--- src/rtl/thermal_alarm_pkg.sv ---
/*
 Constants shared by the thermal alarm block: timing, register indices,
 control bit positions, reset values and the converter states.
 Assumes a single 25 MHz core clock.
*/
// Operation
// - New measurement record every quarter second.
// - Reads return last completed conversion.
// - Read aborts conversion; restart after read.
// - Qualifying records count; pin changes at limit.
// - Non-qualifying record clears the counter.
// - Fault select needs 1, 2, 4, 8.
// - Comparator, normal: low above, released below.
// - Comparator, inverted: low below, released above.
// - Interrupt mode: idle released, low when active.
// - Interrupt raised on filtered over-limit.
// - Any register read clears pending interrupt.
// - Next interrupt only below lower threshold.
// - Standby in interrupt mode clears interrupt.
// - Standby in comparator mode holds pin.
// - Control bit 0 enters standby.
// - Chip enable low off; high restores defaults.
// - Undervoltage flag by selected threshold.
// - New thresholds used by later comparisons.
// - Warning pin is open drain only.
// - Control bit 1 selects interrupt mode.
// - Control bit 2 inverts pin polarity.
// - Control register resets to zero.
// - Threshold comparisons are inclusive.
package thermal_alarm_pkg;
   localparam int CLK_HZ    = 25_000_000;
   localparam int RECORD_MS = 250;
   localparam int CONV_MS   = 105;
   localparam int RECORD_CYC = CLK_HZ / 1000 * RECORD_MS;
   localparam int CONV_CYC   = CLK_HZ / 1000 * CONV_MS;

   // Register indices; the byte address is four times the index.
   localparam logic [1:0] IDX_STATUS  = 2'h0;
   localparam logic [1:0] IDX_CONTROL = 2'h1;
   localparam logic [1:0] IDX_UPPER   = 2'h2;
   localparam logic [1:0] IDX_LOWER   = 2'h3;
   localparam int ADDR_W = 8;
   localparam int TEMP_W = 11;
   localparam int RAW_W  = 12;
   localparam int CTL_W  = 8;

   // Control register fields.
   localparam int CTL_STANDBY = 0;
   localparam int CTL_INTMODE = 1;
   localparam int CTL_INV     = 2;
   localparam int CTL_FCNT    = 3;
   localparam int CTL_RAWSEL  = 5;
   localparam int CTL_CLRALM  = 6;
   localparam int CTL_UVSEL   = 7;
   localparam logic [CTL_W-1:0] CTL_RESET = 8'h00;

   // Threshold reset values, arbitrary neutral defaults.
   localparam logic [TEMP_W-1:0] UPPER_RESET = 11'h0F0;
   localparam logic [TEMP_W-1:0] LOWER_RESET = 11'h0E0;

   typedef enum logic [1:0] {
      CV_IDLE    = 2'b00,
      CV_RUN     = 2'b01,
      CV_RESTART = 2'b10
   } conv_state_t;
endpackage : thermal_alarm_pkg

--- src/rtl/thermal_alarm_logic.sv ---
/*
 Digital alarm logic of a temperature sensor: conversion pacing, threshold
 compare, fault filter, open-drain warning pin, standby, chip enable and
 undervoltage flag, with the registers on an APB slave.
 Assumes the converter presents its result on adc_temp and adc_raw in the
 core clock domain while conv_active is high; chip enable and supply
 comparators are asynchronous and are synchronised here.
*/
`timescale 1ns/1ps
module thermal_alarm_logic #(
   parameter int RECORD_CYCLES = thermal_alarm_pkg::RECORD_CYC,
   parameter int CONV_CYCLES   = thermal_alarm_pkg::CONV_CYC
) (
   input  wire logic                               core_clk,
   input  wire logic                               reset_n,
   input  wire logic                               psel,
   input  wire logic                               penable,
   input  wire logic                               pwrite,
   input  wire logic [thermal_alarm_pkg::ADDR_W-1:0] paddr,
   input  wire logic [31:0]                        pwdata,
   output logic      [31:0]                        prdata,
   output logic                                    pready,
   output logic                                    pslverr,
   input  wire logic                               chip_enable,
   input  wire logic                               supply_below_hi,
   input  wire logic                               supply_below_lo,
   input  wire logic [thermal_alarm_pkg::TEMP_W-1:0] adc_temp,
   input  wire logic [thermal_alarm_pkg::RAW_W-1:0]  adc_raw,
   output logic                                    conv_active,
   output logic                                    warn_out,
   output logic                                    warn_oe
);
   import thermal_alarm_pkg::*;

   localparam int PW = $clog2(RECORD_CYCLES + 1);
   localparam int CW = $clog2(CONV_CYCLES + 1);
   localparam logic [PW-1:0] PERIOD_LAST = PW'(RECORD_CYCLES - 1);
   localparam logic [CW-1:0] CONV_LAST   = CW'(CONV_CYCLES - 1);

   typedef struct packed {
      logic [1:0]        ce_sync;
      logic [1:0]        uvh_sync;
      logic [1:0]        uvl_sync;
      logic [CTL_W-1:0]  ctl;
      logic [TEMP_W-1:0] upper;
      logic [TEMP_W-1:0] lower;
      logic [TEMP_W-1:0] temp;
      logic [RAW_W-1:0]  raw;
      logic              updated;
      logic              high;
      logic              low;
      logic              record;
      conv_state_t       cv;
      logic [PW-1:0]     period_cnt;
      logic [CW-1:0]     conv_cnt;
      logic              int_pend;
      logic              pin_low;
   } state_t;

   state_t      s;
   state_t      next_s;
   logic        ce_on;
   logic        uv_flag;
   logic        access;
   logic        unmapped;
   logic        rd;
   logic        wr;
   logic [1:0]  idx;
   logic        alarm;
   logic        flip;
   logic        filt_clear;
   logic [15:0] status_word;

   // Signed, inclusive compare of two readings in the temperature format.
   function automatic logic at_or_above(input logic [TEMP_W-1:0] a,
                                        input logic [TEMP_W-1:0] b);
      at_or_above = $signed(a) >= $signed(b);
   endfunction : at_or_above

   ////////////////////////////////////////////////////////////////////
   // Bus decode. The slave never waits, so every access ends in its
   // first access cycle; only the low sixteen bytes are mapped.
   assign idx      = paddr[3:2];
   assign unmapped = paddr[ADDR_W-1:4] != '0 || paddr[1:0] != 2'h0;
   assign access   = psel && penable;
   assign rd       = access && !pwrite && !unmapped;
   assign wr       = access && pwrite && !unmapped;
   assign pready   = 1'b1;
   assign pslverr  = access && unmapped;

   // Synchronised pin levels; stage zero feeds only stage one.
   assign ce_on   = s.ce_sync[1];
   assign uv_flag = s.ctl[CTL_UVSEL] ? s.uvl_sync[1] : s.uvh_sync[1];

   // Status word shows the last finished conversion, never a partial one.
   always_comb begin
      if (s.ctl[CTL_RAWSEL]) begin
         status_word = {s.updated, 3'h0, s.raw};
      end else begin
         status_word = {s.updated, uv_flag, alarm, s.high, s.low, s.temp};
      end
   end

   // Read data is a mux of flip-flops; bits above sixteen read as zero.
   always_comb begin
      prdata = 32'h0000_0000;
      if (rd) begin
         case (idx)
            IDX_STATUS:  prdata = {16'h0000, status_word};
            IDX_CONTROL: prdata = {24'h00_0000, s.ctl};
            IDX_UPPER:   prdata = {21'h00_0000, s.upper};
            IDX_LOWER:   prdata = {21'h00_0000, s.lower};
            default:     prdata = 32'h0000_0000;
         endcase
      end
   end

   ////////////////////////////////////////////////////////////////////
   // The filter is held clear while the chip is off or software asks for
   // the alarm to be cleared.
   assign filt_clear = !ce_on || s.ctl[CTL_CLRALM];

   alarm_filter u_filter (
      .core_clk  (core_clk),
      .reset_n   (reset_n),
      .clear     (filt_clear),
      .record    (s.record),
      .over      (s.high),
      .under     (s.low),
      .fault_sel (s.ctl[CTL_FCNT +: 2]),
      .alarm     (alarm),
      .flip      (flip)
   );

   ////////////////////////////////////////////////////////////////////
   // Next state of the whole block.
   always_comb begin
      next_s = s;
      next_s.ce_sync  = {s.ce_sync[0], chip_enable};
      next_s.uvh_sync = {s.uvh_sync[0], supply_below_hi};
      next_s.uvl_sync = {s.uvl_sync[0], supply_below_lo};
      next_s.record   = 1'b0;

      if (!ce_on) begin
         // Chip off: everything sits at defaults, so the enable edge
         // finds a clean start and the pin is released.
         next_s.ctl        = CTL_RESET;
         next_s.upper      = UPPER_RESET;
         next_s.lower      = LOWER_RESET;
         next_s.temp       = '0;
         next_s.raw        = '0;
         next_s.updated    = 1'b0;
         next_s.high       = 1'b0;
         next_s.low        = 1'b0;
         next_s.cv         = CV_IDLE;
         next_s.period_cnt = '0;
         next_s.conv_cnt   = '0;
         next_s.int_pend   = 1'b0;
         next_s.pin_low    = 1'b0;
      end else begin
         // Register writes; thresholds apply from the next record on.
         if (wr) begin
            case (idx)
               IDX_CONTROL: next_s.ctl   = pwdata[CTL_W-1:0];
               IDX_UPPER:   next_s.upper = pwdata[TEMP_W-1:0];
               IDX_LOWER:   next_s.lower = pwdata[TEMP_W-1:0];
               default:     next_s.ctl   = s.ctl;
            endcase
         end

         // Conversion pacing. Standby stops the timer and the converter.
         if (s.ctl[CTL_STANDBY]) begin
            next_s.cv         = CV_IDLE;
            next_s.period_cnt = '0;
            next_s.conv_cnt   = '0;
         end else begin
            if (s.period_cnt == PERIOD_LAST) begin
               next_s.period_cnt = '0;
            end else begin
               next_s.period_cnt = s.period_cnt + 1'b1;
            end
            case (s.cv)
               CV_IDLE: begin
                  if (s.period_cnt == PERIOD_LAST) begin
                     next_s.cv       = CV_RUN;
                     next_s.conv_cnt = '0;
                  end
               end
               CV_RUN: begin
                  if (rd) begin
                     next_s.cv = CV_RESTART;
                  end else if (s.conv_cnt == CONV_LAST) begin
                     next_s.cv     = CV_IDLE;
                     next_s.temp   = adc_temp;
                     next_s.raw    = adc_raw;
                     next_s.record = 1'b1;
                     next_s.high   = at_or_above(adc_temp, s.upper);
                     next_s.low    = at_or_above(s.lower, adc_temp);
                  end else begin
                     next_s.conv_cnt = s.conv_cnt + 1'b1;
                  end
               end
               CV_RESTART: begin
                  // The read has ended; start a fresh conversion.
                  next_s.cv       = CV_RUN;
                  next_s.conv_cnt = '0;
               end
               default: next_s.cv = CV_IDLE;
            endcase
         end

         // Update flag: a new record wins over a read of the status word.
         if (next_s.record) begin
            next_s.updated = 1'b1;
         end else if (rd && idx == IDX_STATUS) begin
            next_s.updated = 1'b0;
         end

         // Forced clear of the compare flags while software holds it.
         if (s.ctl[CTL_CLRALM]) begin
            next_s.high = 1'b0;
            next_s.low  = 1'b0;
         end

         // Pending interrupt: any register read clears it, but a filter
         // flip in the same cycle still wins. Each flip is one interrupt:
         // first the over-limit, then the under-limit one.
         if (!s.ctl[CTL_INTMODE] || s.ctl[CTL_CLRALM]) begin
            next_s.int_pend = 1'b0;
         end else if (s.ctl[CTL_STANDBY]) begin
            next_s.int_pend = 1'b0;
         end else if (flip) begin
            next_s.int_pend = 1'b1;
         end else if (rd) begin
            next_s.int_pend = 1'b0;
         end

         // Pin level. The host keeps polarity normal in interrupt mode,
         // but an inverted setting is still honoured here.
         if (s.ctl[CTL_INTMODE]) begin
            next_s.pin_low = s.int_pend ^ ~s.ctl[CTL_INV] ^ 1'b1;
         end else if (s.ctl[CTL_CLRALM]) begin
            next_s.pin_low = 1'b0;
         end else begin
            // Standby keeps the filter still, so the level holds.
            next_s.pin_low = alarm ^ s.ctl[CTL_INV];
         end
      end
   end

   ////////////////////////////////////////////////////////////////////
   // State register. Reset loads constants only.
   always_ff @(posedge core_clk or negedge reset_n) begin
      if (!reset_n) begin
         s       <= '0;
         s.ctl   <= CTL_RESET;
         s.upper <= UPPER_RESET;
         s.lower <= LOWER_RESET;
         s.cv    <= CV_IDLE;
      end else begin
         s <= next_s;
      end
   end

   // Open drain: the pin is only ever pulled low or released.
   assign warn_out    = 1'b0;
   assign warn_oe     = s.pin_low;
   assign conv_active = s.cv == CV_RUN;
endmodule : thermal_alarm_logic

--- src/rtl/alarm_filter.sv ---
/*
 Consecutive-fault filter and hysteresis state of the warning output.
 Assumes one record pulse per completed conversion with its comparisons.
*/
`timescale 1ns/1ps
module alarm_filter (
   input  wire logic       core_clk,
   input  wire logic       reset_n,
   input  wire logic       clear,
   input  wire logic       record,
   input  wire logic       over,
   input  wire logic       under,
   input  wire logic [1:0] fault_sel,
   output logic            alarm,
   output logic            flip
);
   import thermal_alarm_pkg::*;

   typedef struct packed {
      logic [3:0] count;
      logic       alarm;
      logic       flip;
   } filt_t;

   filt_t s;
   filt_t next_s;
   logic  qual;

   // Consecutive records needed for each select code.
   function automatic logic [3:0] need_count(input logic [1:0] sel);
      need_count = 4'h1 << sel;
   endfunction : need_count

   ////////////////////////////////////////////////////////////////////
   // A record qualifies when it would move the state; the comparator
   // state only moves at the far threshold, which gives hysteresis.
   always_comb begin
      next_s = s;
      next_s.flip = 1'b0;
      qual = s.alarm ? under : over;
      if (clear) begin
         next_s = '0;
      end else if (record) begin
         if (!qual) begin
            next_s.count = 4'h0;
         end else if (s.count + 4'h1 == need_count(fault_sel)) begin
            next_s.count = 4'h0;
            next_s.alarm = ~s.alarm;
            next_s.flip  = 1'b1;
         end else begin
            next_s.count = s.count + 4'h1;
         end
      end
   end

   always_ff @(posedge core_clk or negedge reset_n) begin
      if (!reset_n) begin
         s <= '0;
      end else begin
         s <= next_s;
      end
   end

   assign alarm = s.alarm;
   assign flip  = s.flip;
endmodule : alarm_filter

--- config.mk ---
export PLATFORM = sky130hd
export DESIGN_NAME = thermal_alarm_logic
export DESIGN_NICKNAME = d
export VERILOG_FILES = /design/src/rtl/thermal_alarm_pkg.sv /design/src/rtl/thermal_alarm_logic.sv /design/src/rtl/alarm_filter.sv
export SDC_FILE = /design/constraint.sdc
export NUM_CORES = 1
export LEC_CHECK = 0
export BUFFER_PORTS_ARGS = -buffer_cell sky130_fd_sc_hd__buf_2
export CAP_MARGIN = 25
export CELL_PAD_IN_SITES_DETAIL_PLACEMENT = 1
export CELL_PAD_IN_SITES_GLOBAL_PLACEMENT = 2
export CORE_ASPECT_RATIO = 1.1
export CORE_MARGIN = 5
export CORE_UTILIZATION = 38
export DETAILED_ROUTE_END_ITERATION = 10
export GPL_TIMING_DRIVEN = 0
export PLACE_DENSITY_LB_ADDON = 0.1
export SLEW_MARGIN = 0
export SYNTH_ARGS = -nofsm -noshare
export SYNTH_HDL_FRONTEND = slang
export SYNTH_HIERARCHICAL = 1
export SYNTH_SLANG_ARGS = --single-unit
--- constraint.sdc ---
create_clock -name core_clk -period 4.1 [get_ports core_clk]
set_input_delay 0.82 -clock core_clk [delete_from_list [all_inputs] [get_ports core_clk]]
set_output_delay 0.82 -clock core_clk [all_outputs]
set_load 0.005 [all_outputs]
## After elaboration in Yosys (flattened, before gate mapping)

Index checks and enable logic that the tools add are counted.

- Flip-flop bits (word level): 118
- Input bits: 71
- Logic and storage cells: 132

- Add/subtract/negate cells: 3
- Order comparisons: 2
- Equality and inequality tests: 27
- Shift operators: 1
- Multiplexer cells: 45
- Bitwise logic cells: 5
- Reduce and logical (&&, ||, !) cells: 29

Operator list:

| cell | number |
|---|---|
| $pmux W32 S4 | 1 |
| $mux W23 | 5 |
| $mux W22 | 3 |
| $pmux W22 S3 | 1 |
| $mux W56 | 1 |
| $mux W49 | 1 |
| $mux W47 | 1 |
| $mux W32 | 1 |
| $mux W30 | 1 |
| $add A23 B1 Y23 const B | 1 |
| $eq A23 B23 Y1 const B | 1 |
| $add A22 B1 Y22 const B | 1 |
| $eq A22 B22 Y1 const B | 1 |
| $ge A11 B11 Y1 | 2 |
| $mux W11 | 2 |
| $mux W15 | 1 |
| $mux W3 | 4 |
| $mux W6 | 2 |
| $ne A4 B4 Y1 const B | 3 |
| $reduce_and A4 Y1 | 3 |
| $mux W1 | 11 |
| $mux W2 | 5 |
| $ne A2 B1 Y1 const B | 5 |
| $ne A5 B3 Y1 const B | 2 |
| other kinds (24) | 53 |

## Logic depth before layout (Yosys ltp)

- Word-level depth: 10
- Mapped depth: 9
- Depth with buffers taken out: 8

## Modules after synthesis

Netlist, hierarchy kept.

Modules (own cells, without submodules):

| module | times used | cells an instance | area each (um^2) | sequential area each (um^2) |
|---|---|---|---|---|
| thermal_alarm_logic | 1 | 619 | 6117.1 | 2811.4 |
| alarm_filter | 1 | 46 | 381.6 | 150.1 |

## Worst setup path after synthesis

No wires, ideal clock.

- Path kind: input to output
- From: input paddr[5] in the netlist's numbering
- To: output prdata[2]
- Data arrival time: 2.543 ns
- Required time: 3.280 ns
- Setup slack: 0.737 ns
- Stages on the path: 6
- Buffers on the path: 2
- Cell sequence: or4_1 or2_2 or3_1 clkbuf_1 clkbuf_1 a211oi_1

- Word-level cells in the longest chain between the ends: 5

Ends and longest elaborated chain:

| item | line | RTL |
|---|---|---|
| start: declaration | thermal_alarm_logic.sv:19 | `input wire logic [thermal_alarm_pkg::ADDR_W-1:0] paddr,` |
| $reduce_bool A4 Y1 | thermal_alarm_logic.sv:84 | `assign unmapped = paddr[ADDR_W-1:4] != '0 \|\| paddr[1:0] != 2'h0;` |
| $logic_or A1 B1 Y1 | thermal_alarm_logic.sv:84 |  |
| $logic_not A1 Y1 | thermal_alarm_logic.sv:86 | `assign rd = access && !pwrite && !unmapped;` |
| $logic_and A1 B1 Y1 | thermal_alarm_logic.sv:86 |  |
| $mux W32 | thermal_alarm_logic.sv:107 | `if (rd) begin` |
| end: declaration | thermal_alarm_logic.sv:21 | `output logic [31:0] prdata,` |

No other way between the ends.

## Worst setup path after layout

- From: input paddr[5] in the netlist's numbering
- To: output prdata[7]

The elaborated chain is that of the path after synthesis.

==> summary.md <==
| Metric | Value |
|---|---|
| Skew final | 7.66 ps |
| Tcrit/Tclk final | 97.1% |
| IO Port Bufs | 67 |
| Fin crit period | 3980 ps |
| Area leader, netlist | dfrtp_1 |
| Setup-violating endpoint count in the final report | 0 |
| RSZ-0062 raised after global routing | no |
| Sink Count | 118 |
| Final core utilization | 46.2% |
| Met1 Usage GRT | 23.2% |
| Max_slew headroom | 35.6% |
| Main combinational cell family by area after synthesis | simple AND/OR/NAND/NOR gates |
| Share of layout cells above drive strength 1 | 18.2% |
| Layout area overhead | 20.1% |
| Post-Synth XOR/XNOR Area | 5.53% |
| Routed WL per cell | 19.0 um |
| Setup WS pre-CTS | -21.2 ps |
| Core Area | 16900 sq um |
| Vias per cell | 5.27 |
| DRT antenna net count | 0 |
| DP Wirelength | 14100 um |
| Worst hold slack | 348 ps |
| GR Util met3 | 4.04% |
| Main synth FF type | dfrtp_1 |
| Root Driver | clkbuf_16 |
| Peak supply drop | 0.000301 V |
| Routability Congestion | 0.894 |
| Mux contribution to synthesized area | 7.14% |
| Vias | 5212 |
| Top cells by count, synth | dfrtp_1, nor2_1, nand2_1, mux2i_1, inv_1 |
| Total power | 2.89 mW |
| Path type of the worst min-delay path | reg2reg |
| GR peak layer | met2 |
| Die area | 19800 sq um |
| Chip width | 135 um |
| Cts bufs inserted | 17 |
| IO Pins | 108 |
| Fmax | 251 MHz |
| Max-slew violations | 0 |
| Cell Rows | 50 |
| Max-capacitance violation count | 0 |
| Ys async rst share | 100% |
| First-pass GRT wire length | 30700 um |
| Htree depth | 4 |
| Post-Syn Area | 6500 sq um |
| Antenna Diode Count | 0 |
| Largest net degree at the start of global routing | 64 |
| Number of synthesized flops with an enable pin | 0 |
| Drt drc | 0 |
| Worst skew pair latency | 420 ps |
| Initial antenna violation count | 0 |
| Die height | 147 um |
| CTS tree | done |
| Worst Path Arrival | 3160 ps |
| Area contributors post-synth | dfrtp_1, mux2i_1, ha_1, nor2_1, nand2_1 |
| Final #Nets | 864 |
| Router iterations before antenna repair | 4 |
| Critical path type | in2out |
| Sequential share of the synthesized area | 45.6% |
| Pwr Density | 370 nW/um^2 |
| Status | finished, final reports clean |
| Synth Area in Adders | 4.81% |
| Post-synthesis cell count | 665 |
| CTS clk-pin slew, worst paths | 60 ps |
| Met2 Usage GRT | 35.1% |
| Synth Area in Compound Gates | 11.6% |
| Worst setup EP type | primary output |
| Setup ws final | 120 ps |
| Final wirelength | 18800 um |
| CP required | 3280 ps |
| Most common cell in the netlist | dfrtp_1 |
| Clock Tree Buf Depth | 2 |
| Congestion Overflow GR | 0 |
| Syn. warnings | 6 |
| Pleak | 3.54 nW |
| Top cell type's share of synthesized area | 42.7% |
| Slew @ Worst Pin | 958 ps |
| Hold Vio Cnt, Final | 0 |
| Distinct cell type count after synthesis | 61 |
| Synth Area in Simple Gates | 19.4% |
| GRT Total Usage | 19.8% |
| Vias in the first global route | 5722 |
| Worst Setup Start Kind | primary input |
| CP Max Fanout | 10 |
| Seq cells post-synth | 118 |
| Avg Cell Area, Syn | 9.77 sq um |
| Initial DRC count | 131 |
| Initial Utilization | 38.5% |
| Hold_buf cts | 0 |
## routing by layer
metal | wire (um) | up-vias
met5 | 0 | -
met1 | 7910 | 2602
li1 | - | 2499
met4 | 502 | 0
met3 | 568 | 33
met2 | 9780 | 78
## kinds of logic (layout without fill, tap and decap cells)
family / count (synthesis) / count (layout)
buffers and inverters: 81 / 181
other: 2 / 18
XOR/XNOR: 41 / 41
flip-flops: 118 / 118
multiplexers: 46 / 46
AO/OA/AOI/OAI: 102 / 102
AND/OR/NAND/NOR: 250 / 250
adder cells (fa/ha/maj): 25 / 25
## report_power, final
group          leakage [nW]  switching, mW  internal (mW)  total (mW)
clock network         0.296          0.545           1.02        1.56
logic                  1.63         0.0983         0.0572       0.156
registers              1.61        0.00314           1.17        1.17
## worst max-delay path: stages
cell      delay, ps
buf_2            90
or4_1           580
or2_2           310
or3_1           300
clkbuf_1        210
clkbuf_1        340
a211oi_1        320
buf_2           180
## flip-flops by register name, summed over array words and instances, names as in the netlist
register,flops
ce_on,1
next_s,3
u_filter/flip,1
u_filter/alarm,1
warn_oe,1
u_filter/s,4
s,107
## area by class of cell
type / count / area (sq um)
well taps: 208 / 260
fillers: 1933 / 9090
inverters: 35 / 131
multi-input cells: 482 / 3230
clock buffers: 24 / 492
clock inverters: 8 / 120
plain buffers: 46 / 245
flip-flops and latches: 118 / 2960
repair buffers: 68 / 369
## placed cells by master (no fill, tap or decap), drive strengths merged, types with 3 or more instances in the layout
master    n
nor3     14
nor4      6
or2       3
dfstp     7
inv      35
o211ai    4
nand4    19
nand2b    6
nor3b     3
bufinv    3
a21oi    21
or4       3
nand2    54
clkinv    3
mux2i    43
a211oi   20
nor4b     3
ha       25
nor2     74
and3      6
xnor2    19
conb     18
o21ai    13
clkbuf   48
a22oi     3
nor2b    27
a22o     23
xor2     22
and4      3
dfrtp   111
buf      90
mux2      3
or3       8
nand3    11
## worst paths after layout
check,end,start,slack [ps],cells after the start
setup / recovery,prdata[7],paddr[5],120,8
min in group asynchronous,s[57]$_DFFE_PN0P_,reset_n,360,1
setup reg to reg,s[64]$_DFFE_PN0P_,s[2]$_DFFE_PN0P_,790,8
hold / removal,s[109]$_DFF_PN0_,next_s[109]$_DFF_PN0_,350,0
hold reg to reg,s[109]$_DFF_PN0_,next_s[109]$_DFF_PN0_,350,0
max in group asynchronous,s[83]$_DFFE_PN1P_,reset_n,2980,2
## through the flow
stage | cell area [sq um] | cells | TNS [ps]
final | 7800 | 989 | 0
after global routing | 7800 | 989 | 0
after CTS | 7800 | 989 | 0
after detailed placement | 7190 | 957 | -21.2
after global placement | 7150 | 956 | 0
after floorplan | 6560 | 681 | 0
## repair_timing
| action | in CTS | in global routing |
|---|---|---|
| setup buffers | 0 | 0 |
| setup endpoints to repair | 1 | 0 |
| resized for setup | 1 | 0 |
(Power assumes the default switching activity.)
